[src/rtl/lpm_pkg.sv]
package lpm_pkg;

    localparam int unsigned AXI_AW = 8;
    localparam int unsigned WAKE_W = 20;

    // byte addresses of the register words
    localparam logic [AXI_AW-1:0] ADDR_HW_STANDBY_PIN_CTRL = 8'h00;
    localparam logic [AXI_AW-1:0] ADDR_MOD_STOP = 8'h04;
    localparam logic [AXI_AW-1:0] ADDR_STATUS = 8'h08;

    // standby_control_reg fields
    localparam int unsigned STANDBY_SELECT_BIT = 7;
    localparam int unsigned WSEL_LSB = 4;
    localparam int unsigned WSEL_MSB = 6;
    localparam int unsigned OHE_BIT = 3;
    localparam int unsigned RSV0_BIT = 0;
    localparam logic STANDBY_SELECT_RESET = 1'h0;
    localparam logic [2:0] WSEL_RESET = 3'h0;
    localparam logic OHE_RESET = 1'h1;
    localparam logic RSV0_RESET = 1'h0;

    // module_stop_reg layout
    localparam logic [15:0] STOP_RESET = 16'h3FFF;
    localparam logic [15:0] STOP_GATE_MASK = 16'hFEE0;
    localparam logic [15:0] LOST_STATE_MASK = 16'h02E0;
    localparam int unsigned STOP_DMA_BIT = 15;
    localparam int unsigned STOP_XFER_BIT = 14;

    // status word fields
    localparam int unsigned STAT_SLEEP_BIT = 0;
    localparam int unsigned STAT_HW_STANDBY_PIN_BIT = 1;
    localparam int unsigned STAT_OSC_BIT = 2;
    localparam int unsigned STAT_EFF_LSB = 16;

    // wake-up count selection
    localparam int unsigned WAKE_BASE_DEFAULT = 8192;
    localparam logic [WAKE_W-1:0] WAKE_SHORT = 20'h00010;
    localparam logic [2:0] WSEL_SHORT = 3'h7;
    localparam logic [2:0] WSEL_RSV = 3'h6;
    localparam logic [2:0] WAKE_RSV_SHIFT = 3'h5;

    localparam logic [1:0] RESP_OKAY = 2'h0;
    localparam logic [1:0] RESP_SLVERR = 2'h2;

    typedef enum logic [2:0] {
        MODE_RUN, MODE_SLEEP, MODE_HW_STANDBY_PIN, MODE_OSC, MODE_RES, MODE_HW
    } mode_t;

    typedef struct packed {
        logic awvalid;
        logic [AXI_AW-1:0] awaddr;
        logic wvalid;
        logic [31:0] wdata;
        logic [3:0] wstrb;
        logic bready;
        logic arvalid;
        logic [AXI_AW-1:0] araddr;
        logic rready;
    } axil_req_t;

    typedef struct packed {
        logic awready;
        logic wready;
        logic bvalid;
        logic [1:0] bresp;
        logic arready;
        logic rvalid;
        logic [31:0] rdata;
        logic [1:0] rresp;
    } axil_rsp_t;

    // reserved code falls back to the longest wait, the safe side
    function automatic logic [WAKE_W-1:0] wake_count(
        input logic [2:0] sel, input int unsigned base);
        logic [WAKE_W-1:0] b;
        b = WAKE_W'(base);
        if (sel == WSEL_SHORT) begin
            return WAKE_SHORT;
        end else if (sel == WSEL_RSV) begin
            return b << WAKE_RSV_SHIFT;
        end
        return b << sel;
    endfunction

endpackage

[src/rtl/low_power_mode_controller.sv]
`timescale 1ns/100ps
module low_power_mode_controller import lpm_pkg::*; #(
    parameter int unsigned WAKE_BASE = WAKE_BASE_DEFAULT
) (
    // clock and reset
    input wire logic aclk,
    input wire logic aresetn,
    // register bus
    input wire axil_req_t axi_i,
    output axil_rsp_t axi_o,
    // cpu and interrupt controller
    input wire logic sleep_exec,
    input wire logic int_pending,
    input wire logic int_disabled,
    input wire logic nonnmi_masked,
    input wire logic nmi_edge_select,
    input wire logic [2:0] irq_enable,
    input wire logic [2:0] irq_cpu_masked,
    input wire logic [2:0] irq_xfer_source,
    input wire logic higher_prio_pending,
    input wire logic dma_active,
    input wire logic xfer_active,
    input wire logic bus_cycle_end,
    // pins
    input wire logic nmi_pin,
    input wire logic [2:0] irq_pin_n,
    input wire logic reset_pin_n,
    input wire logic hw_standby_pin_n,
    // power control
    output logic cpu_halt,
    output logic cpu_reset_hold,
    output logic osc_enable,
    output logic clock_supply,
    output logic hw_standby_mode,
    output logic int_exc_start,
    output logic reset_exc_start,
    output logic bus_oe_n,
    // peripheral control
    output logic [15:0] periph_run,
    output logic [15:0] periph_access_block,
    output logic [15:0] periph_state_clear
);
    typedef struct packed {
        mode_t mode;
        logic [15:0] stop;
        logic [15:0] stop_eff;
        logic standby_select;
        logic [2:0] wsel;
        logic ohe;
        logic rsv0;
        logic nmi_prev;
        logic int_go;
        logic res_go;
        logic aw_got;
        logic w_got;
        logic [AXI_AW-1:0] awaddr;
        logic [31:0] wdata;
        logic [3:0] wstrb;
        logic bvalid;
        logic [1:0] bresp;
        logic rvalid;
        logic [1:0] rresp;
        logic [31:0] rdata;
    } ctl_t;
    ctl_t q, d;
    logic nmi_s;
    logic [2:0] irq_n_s;
    logic res_s;
    logic hw_s;
    logic wake_done;
    logic nmi_ev;
    logic [2:0] irq_ok;
    logic irq_wake;
    logic sleep_wake;
    logic awready;
    logic wready;
    logic arready;
    logic wr_fire;
    logic wr_stop;
    logic init_now;
    logic clk_on;
    logic off_like;
    // every pin resets to its idle high level, so no false nmi edge
    pin_sync #(
        .WIDTH(6),
        .RESET_VAL(6'h3F)
    ) u_sync (
        .aclk(aclk),
        .aresetn(aresetn),
        .pin_in({nmi_pin, irq_pin_n, reset_pin_n, hw_standby_pin_n}),
        .pin_sync_out({nmi_s, irq_n_s, res_s, hw_s})
    );
    wake_counter #(
        .WAKE_BASE(WAKE_BASE)
    ) u_wake (
        .aclk(aclk),
        .aresetn(aresetn),
        .run(q.mode == MODE_OSC),
        .sel(q.wsel),
        .done(wake_done)
    );
    // nmi edge polarity follows the cpu's own edge select
    assign nmi_ev = nmi_edge_select ? (nmi_s && !q.nmi_prev)
                                    : (!nmi_s && q.nmi_prev);
    assign irq_ok = ~irq_n_s & irq_enable & ~irq_cpu_masked & ~irq_xfer_source;
    assign irq_wake = (|irq_ok) && !higher_prio_pending;
    assign sleep_wake = nmi_ev
        || (int_pending && !int_disabled && !nonnmi_masked);
    assign awready = !q.aw_got && !q.bvalid;
    assign wready = !q.w_got && !q.bvalid;
    assign arready = !q.rvalid;
    assign wr_fire = q.aw_got && q.w_got && !q.bvalid;
    assign wr_stop = wr_fire && (q.awaddr == ADDR_MOD_STOP);
    // reset pin and hardware standby both reload the registers
    assign init_now = (q.mode == MODE_RES) || (q.mode == MODE_HW);
    assign clk_on = (q.mode == MODE_RUN) || (q.mode == MODE_SLEEP);
    assign off_like = !clk_on;

    always_comb begin
        d = q;
        d.int_go = 1'h0;
        d.res_go = 1'h0;
        d.nmi_prev = nmi_s;
        if (axi_i.awvalid && awready) begin
            d.aw_got = 1'h1;
            d.awaddr = axi_i.awaddr;
        end
        if (axi_i.wvalid && wready) begin
            d.w_got = 1'h1;
            d.wdata = axi_i.wdata;
            d.wstrb = axi_i.wstrb;
        end
        if (q.bvalid && axi_i.bready) begin
            d.bvalid = 1'h0;
        end
        if (wr_fire) begin
            d.aw_got = 1'h0;
            d.w_got = 1'h0;
            d.bvalid = 1'h1;
            d.bresp = RESP_SLVERR;
            if (q.awaddr == ADDR_HW_STANDBY_PIN_CTRL) begin
                d.bresp = RESP_OKAY;
                if (q.wstrb[0]) begin
                    d.standby_select = q.wdata[STANDBY_SELECT_BIT];
                    d.wsel = q.wdata[WSEL_MSB:WSEL_LSB];
                    d.ohe = q.wdata[OHE_BIT];
                    d.rsv0 = q.wdata[RSV0_BIT];
                end
            end else if (q.awaddr == ADDR_MOD_STOP) begin
                d.bresp = RESP_OKAY;
                // spare bits store but gate nothing
                if (q.wstrb[0]) begin
                    d.stop[7:0] = q.wdata[7:0];
                end
                if (q.wstrb[1]) begin
                    d.stop[15:8] = q.wdata[15:8];
                    // a busy master cannot be stopped under it
                    d.stop[STOP_DMA_BIT] = q.wdata[STOP_DMA_BIT]
                        && (q.stop[STOP_DMA_BIT] || !dma_active);
                    d.stop[STOP_XFER_BIT] = q.wdata[STOP_XFER_BIT]
                        && (q.stop[STOP_XFER_BIT] || !xfer_active);
                end
            end else if (q.awaddr == ADDR_STATUS) begin
                d.bresp = RESP_OKAY;
            end
        end
        if (q.rvalid && axi_i.rready) begin
            d.rvalid = 1'h0;
        end
        if (axi_i.arvalid && arready) begin
            d.rvalid = 1'h1;
            d.rresp = RESP_OKAY;
            d.rdata = '0;
            case (axi_i.araddr)
                ADDR_HW_STANDBY_PIN_CTRL: begin
                    d.rdata[STANDBY_SELECT_BIT] = q.standby_select;
                    d.rdata[WSEL_MSB:WSEL_LSB] = q.wsel;
                    d.rdata[OHE_BIT] = q.ohe;
                    d.rdata[RSV0_BIT] = q.rsv0;
                end
                ADDR_MOD_STOP: begin
                    d.rdata[15:0] = q.stop;
                end
                ADDR_STATUS: begin
                    d.rdata[STAT_SLEEP_BIT] = (q.mode == MODE_SLEEP);
                    d.rdata[STAT_HW_STANDBY_PIN_BIT] = (q.mode == MODE_HW_STANDBY_PIN);
                    d.rdata[STAT_OSC_BIT] = (q.mode == MODE_OSC);
                    d.rdata[STAT_EFF_LSB +: 16] = q.stop_eff;
                end
                default: begin
                    d.rresp = RESP_SLVERR;
                end
            endcase
        end
        // stop writes only take hold between bus cycles
        if (bus_cycle_end) begin
            d.stop_eff = q.stop;
        end
        case (q.mode)
            MODE_RUN: begin
                if (sleep_exec) begin
                    d.mode = q.standby_select ? MODE_HW_STANDBY_PIN : MODE_SLEEP;
                end
            end
            MODE_SLEEP: begin
                if (sleep_wake) begin
                    d.mode = MODE_RUN;
                    d.int_go = 1'h1;
                end
            end
            MODE_HW_STANDBY_PIN: begin
                if (nmi_ev || irq_wake) begin
                    d.mode = MODE_OSC;
                end
            end
            MODE_OSC: begin
                if (wake_done) begin
                    d.mode = MODE_RUN;
                    d.int_go = 1'h1;
                end
            end
            MODE_RES: begin
                if (res_s) begin
                    d.mode = MODE_RUN;
                    d.res_go = 1'h1;
                end
            end
            MODE_HW: begin
                if (hw_s) begin
                    d.mode = MODE_RES;
                end
            end
            default: begin
                d.mode = MODE_RUN;
            end
        endcase
        // clocks come back at once on the reset pin
        if (!res_s && q.mode != MODE_HW) begin
            d.mode = MODE_RES;
            d.int_go = 1'h0;
        end
        if (!hw_s) begin
            d.mode = MODE_HW;
            d.int_go = 1'h0;
            d.res_go = 1'h0;
        end
        if (init_now) begin
            d.stop = STOP_RESET;
            d.stop_eff = STOP_RESET;
            d.standby_select = STANDBY_SELECT_RESET;
            d.wsel = WSEL_RESET;
            d.ohe = OHE_RESET;
            d.rsv0 = RSV0_RESET;
        end
    end
    always_ff @(posedge aclk) begin
        if (!aresetn) begin
            q <= '0;
            q.mode <= MODE_RUN;
            q.stop <= STOP_RESET;
            q.stop_eff <= STOP_RESET;
            q.standby_select <= STANDBY_SELECT_RESET;
            q.wsel <= WSEL_RESET;
            q.ohe <= OHE_RESET;
            q.rsv0 <= RSV0_RESET;
            q.nmi_prev <= 1'h1;
        end else begin
            q <= d;
        end
    end

    assign axi_o.awready = awready;
    assign axi_o.wready = wready;
    assign axi_o.bvalid = q.bvalid;
    assign axi_o.bresp = q.bresp;
    assign axi_o.arready = arready;
    assign axi_o.rvalid = q.rvalid;
    assign axi_o.rdata = q.rdata;
    assign axi_o.rresp = q.rresp;
    assign cpu_halt = (q.mode != MODE_RUN);
    assign cpu_reset_hold = init_now;
    assign osc_enable = (q.mode != MODE_HW_STANDBY_PIN) && (q.mode != MODE_HW);
    assign clock_supply = clk_on || (q.mode == MODE_RES);
    assign hw_standby_mode = (q.mode == MODE_HW);
    assign int_exc_start = q.int_go;
    assign reset_exc_start = q.res_go;
    assign bus_oe_n = (q.mode == MODE_HW) || (!q.ohe
        && (q.mode == MODE_HW_STANDBY_PIN || q.mode == MODE_OSC));
    assign periph_run = ~q.stop_eff & STOP_GATE_MASK & {16{clk_on}};
    assign periph_access_block = q.stop_eff & STOP_GATE_MASK;
    // serial and converter state is dropped when clocks stop
    assign periph_state_clear = LOST_STATE_MASK
        & (q.stop_eff | {16{off_like}});
endmodule // low_power_mode_controller

[src/rtl/pin_sync.sv]
`timescale 1ns/100ps
module pin_sync import lpm_pkg::*; #(
    parameter int unsigned WIDTH = 1,
    parameter logic [WIDTH-1:0] RESET_VAL = '0
) (
    // clock and reset
    input wire logic aclk,
    input wire logic aresetn,
    // pins in, synchronised levels out
    input wire logic [WIDTH-1:0] pin_in,
    output logic [WIDTH-1:0] pin_sync_out
);
    typedef struct packed {
        logic [WIDTH-1:0] s1;
        logic [WIDTH-1:0] s2;
    } sync_t;

    sync_t q, d;

    always_comb begin
        d.s1 = pin_in;
        d.s2 = q.s1;
    end

    always_ff @(posedge aclk) begin
        if (!aresetn) begin
            q <= {RESET_VAL, RESET_VAL};
        end else begin
            q <= d;
        end
    end

    assign pin_sync_out = q.s2;
endmodule // pin_sync

[src/rtl/wake_counter.sv]
`timescale 1ns/100ps
module wake_counter import lpm_pkg::*; #(
    parameter int unsigned WAKE_BASE = WAKE_BASE_DEFAULT
) (
    // clock and reset
    input wire logic aclk,
    input wire logic aresetn,
    // control
    input wire logic run,
    input wire logic [2:0] sel,
    output logic done
);
    typedef struct packed {
        logic [WAKE_W-1:0] cnt;
    } wcnt_t;

    wcnt_t q, d;
    logic [WAKE_W-1:0] target;

    assign target = wake_count(sel, WAKE_BASE);
    // counts from the first oscillator-settling wait cycle
    assign done = run && (q.cnt == target - 1'h1);

    always_comb begin
        d = q;
        d.cnt = run ? q.cnt + 1'h1 : '0;
    end

    always_ff @(posedge aclk) begin
        if (!aresetn) begin
            q <= '0;
        end else begin
            q <= d;
        end
    end
endmodule // wake_counter

[config.mk]
export PLATFORM = sky130hd
export DESIGN_NAME = low_power_mode_controller
export DESIGN_NICKNAME = d
export VERILOG_FILES = /design/src/rtl/lpm_pkg.sv /design/src/rtl/low_power_mode_controller.sv /design/src/rtl/pin_sync.sv /design/src/rtl/wake_counter.sv
export SDC_FILE = /design/constraint.sdc
export NUM_CORES = 1
export LEC_CHECK = 0
export BUFFER_PORTS_ARGS = -buffer_cell sky130_fd_sc_hd__buf_4
export CELL_PAD_IN_SITES_DETAIL_PLACEMENT = 1
export CELL_PAD_IN_SITES_GLOBAL_PLACEMENT = 1
export CORE_ASPECT_RATIO = 2
export CORE_UTILIZATION = 25
export DETAILED_ROUTE_END_ITERATION = 12
export GPL_TIMING_DRIVEN = 0
export PLACE_DENSITY_LB_ADDON = 0.3
export SKIP_LAST_GASP = 1
export SLEW_MARGIN = 10
export SYNTH_ARGS = -nofsm -noshare
export SYNTH_HDL_FRONTEND = slang
export SYNTH_SLANG_ARGS = --single-unit
[constraint.sdc]
create_clock -name aclk -period 4 [get_ports aclk]
set_input_delay 0.6 -clock aclk [delete_from_list [all_inputs] [get_ports aclk]]
set_output_delay 0.6 -clock aclk [all_outputs]
set_load 0.1 [all_outputs]
==> results.json <==
{
  "yosysUniqueCellTypes": 53,
  "post_cts_buffers": 0,
  "grt_antenna_before_repair": 0,
  "max-cap-violations": 0,
  "post-route-drc-count": 0,
  "dpl_cell_area_mm2": 0.007790,
  "cts_buffers": 17,
  "critPathKind": "reg2out",
  "min_period_ps": 2911,
  "drtPass1Iterations": 5,
  "io_buffers": 133,
  "worstHoldPathCells": 2,
  "yosysSeqAreaShare_pct": 44.65,
  "gr-usage-all-layers_pct": 15.42,
  "synth_area_leaders": "dfxtp_1 (45%), buf_4 (9.0%), mux2i_1 (6.7%)",
  "multi_input_area_mm2": 0.002824,
  "n_antenna_cell": 0,
  "synth_ff_type": "dfxtp_1",
  "place_inst": 1199,
  "critPathArrivalTime_ps": 2310,
  "cts_resized": 0,
  "grt.busiest_layer": "met2",
  "critPathRequiredTime_ps": 3400,
  "crit-reg2reg-capture": "int_exc_start",
  "fp.dieArea_mm2": 0.02579,
  "clk_pin_slew_ps": 60,
  "met2_usage_pct": 31.71,
  "use_met1_pct": 13.70,
  "yosys_warnings": 0,
  "netlist.area_leader.share_pct": 44.65,
  "totalWireLength_mm": 18.87,
  "pin_count": 180,
  "crit_path_start_kind": "flop",
  "setup_violations": 0,
  "status": "completed",
  "critPathMaxFanout": 10,
  "tns_ps": 0,
  "period_share_pct": 72.77,
  "rr_worst_depth": 8,
  "cts_tree": "yes",
  "vias_per_cell": 4.324,
  "wl_per_cell_um": 15.33,
  "grt_use_met3_pct": 2.872,
  "ant_nets": 0,
  "drv_slew": 0,
  "row_count": 81,
  "final_cell_count_no_fill": 1231,
  "max_freq_ghz": 0.3435,
  "layout_common_cells": "buf_4 (208), dfxtp_1 (140), nand2_1 (111), nor2_1 (53), mux2i_1 (42)",
  "die_x_um": 114.0,
  "hp-class": "in2reg",
  "place.gp.congestion": 0.7639,
  "synth-edff-count": 0,
  "num_vias": 5323,
  "worstMarginPinSlew_ps": 818.6,
  "hold_violations": 0,
  "finalPower_uw": 3686,
  "worst_setup_path_end_kind": "primary output",
  "final_common_cell": "buf_4",
  "grt_pass1_wl_mm": 29.57,
  "reg2reg_slack_ps": 1440,
  "hold_path_end": "u_sync.d[2]",
  "syn_area_per_cell_um2": 8.854,
  "fillers": 2947,
  "ctsRootBufferMaster": "clkbuf_16",
  "initial_core_util_pct": 25.59,
  "rsz0062_at_grt": "false",
  "grt_max_degree": 17,
  "synth_area_mm2": 0.006277,
  "seq_area_mm2": 0.002803,
  "syn2layout_area_growth_pct": 34.50,
  "stdcell_area_mm2": 0.008443,
  "htree_levels": 4,
  "clkLatencyLatePin_ps": 430,
  "min_from": "irq_pin_n[0]",
  "layout-drive-gt1-share_pct": 28.25,
  "fp.coreArea_mm2": 0.02453,
  "grt_overflow": 0,
  "clock_skew_ps": 7.746,
  "hold_buffers": 0,
  "ir_drop_uv": 267.0,
  "synth-seq-cells": 140,
  "drt_first_iter_violations": 142,
  "synth_top_area_cell": "dfxtp_1",
  "finalNetCount": 971,
  "clockBufferDepth": 2,
  "cts.sinks": 140,
  "die_y_um": 226.1,
  "cp-startpoint": "q[127]",
  "syn_inst": 709,
  "power_density_mw_per_mm2": 436.6,
  "r2r_start": "q[91]",
  "maxSlewHeadroom_pct": 45.43,
  "grt_pass1_vias": 5544,
  "leakagePower_uw": 0.003597,
  "async_flop_share_pct": 0,
  "post-dp-hpwl_mm": 15.26
}
==> cells in the mapped netlist (2+ instances only) <==
cell	count
o211ai_1	4
nor3_1	8
xnor2_1	9
a21boi_0	27
nand2b_1	16
a31oi_1	3
buf_4	75
o221a_2	2
a22oi_1	25
nor2_1	53
ha_1	2
nor4b_1	5
or4_1	3
nand3_1	12
nand4_1	3
xor2_1	11
and2_1	11
nand3b_1	2
o21ai_0	17
and4_1	4
and3_1	3
clkbuf_1	27
mux2i_1	42
a32oi_1	3
o21a_1	2
nor2b_1	29
nand2_1	111
dfxtp_1	140
nor4_1	4
a21oi_1	10
inv_1	12
nand4b_1	2
buf_2	5
or3_1	8
==> state kept, by name, summed over array words and instances (netlist names) <==
signal / flops
axi_o: 36
u_sync.pin_sync_out: 6
q: 60
periph_access_block: 10
u_wake.q: 20
int_exc_start: 1
reset_exc_start: 1
u_sync.d: 6
==> cell families after synthesis <==
| family | Yosys count | share of synthesized area, % |
|---|---|---|
| and+or+nand+nor | 280 | 21.93 |
| DFF | 140 | 44.65 |
| buffers and inverters | 121 | 11.94 |
| AOI/OAI and AO/OA | 102 | 11.36 |
| muxes | 43 | 6.877 |
| xor gates and xnor gates | 20 | 2.791 |
| adders and majority gates | 2 | 0.3986 |
| other | 1 | 0.05974 |
==> cell type report <==
class                      count  share of cell area [%]
clock buffer                  18                   5.202
timing repair buffer         133                   11.83
buffer                       109                   8.343
inverter                      12                  0.5335
sequential                   140                   33.20
multi-input combinational    473                   33.45
clock inverter                14                   2.534
tap                          332                   4.920
==> critical path: stages, from the launching register on <==
cell and delay, ps:
dfxtp_1 400, clkbuf_1 360, inv_1 220, nor3_2 370, o21bai_1 200, buf_4 330
==> how the worst max path moves through the flow <==
stage / slack (ps) / to / depth (start not counted)
floorplan: 420 / osc_enable / 4
global placement: 1380 / axi_o[30] / 7
detailed placement: 1320 / axi_o[29] / 7
CTS: 1030 / bus_oe_n / 5
global route: 940 / bus_oe_n / 5
finish: 1090 / bus_oe_n / 5
==> layer usage <==
layer | part of all wire, % | vias to the layer above | wire length [um]
met4 | 3.3 | 0 | 630
met5 | 0 | - | 0
li1 | - | 2652 | -
met1 | 34 | 2521 | 6420
met2 | 59 | 122 | 11210
met3 | 3.2 | 28 | 613
==> through the flow <==
stage | hold WS [ps] | util [%] | setup WS (ps)
floorplan | 386.3 | - | 423.2
detailed placement | 393.7 | 31.76 | 1323
global route | 347.4 | 34.43 | 944.1
global placement | 389.1 | 31.76 | 1379
CTS | 333.7 | 34.43 | 1030
finish | 348.7 | 34.43 | 1089
==> where the power goes <==
group	internal (uW)	switching (uW)	leakage, uW
logic	137	351	0.00215
clock network	1120	626	0.000313
registers	1430	22.0	0.00114
Power figures use the tool's default switching activity.
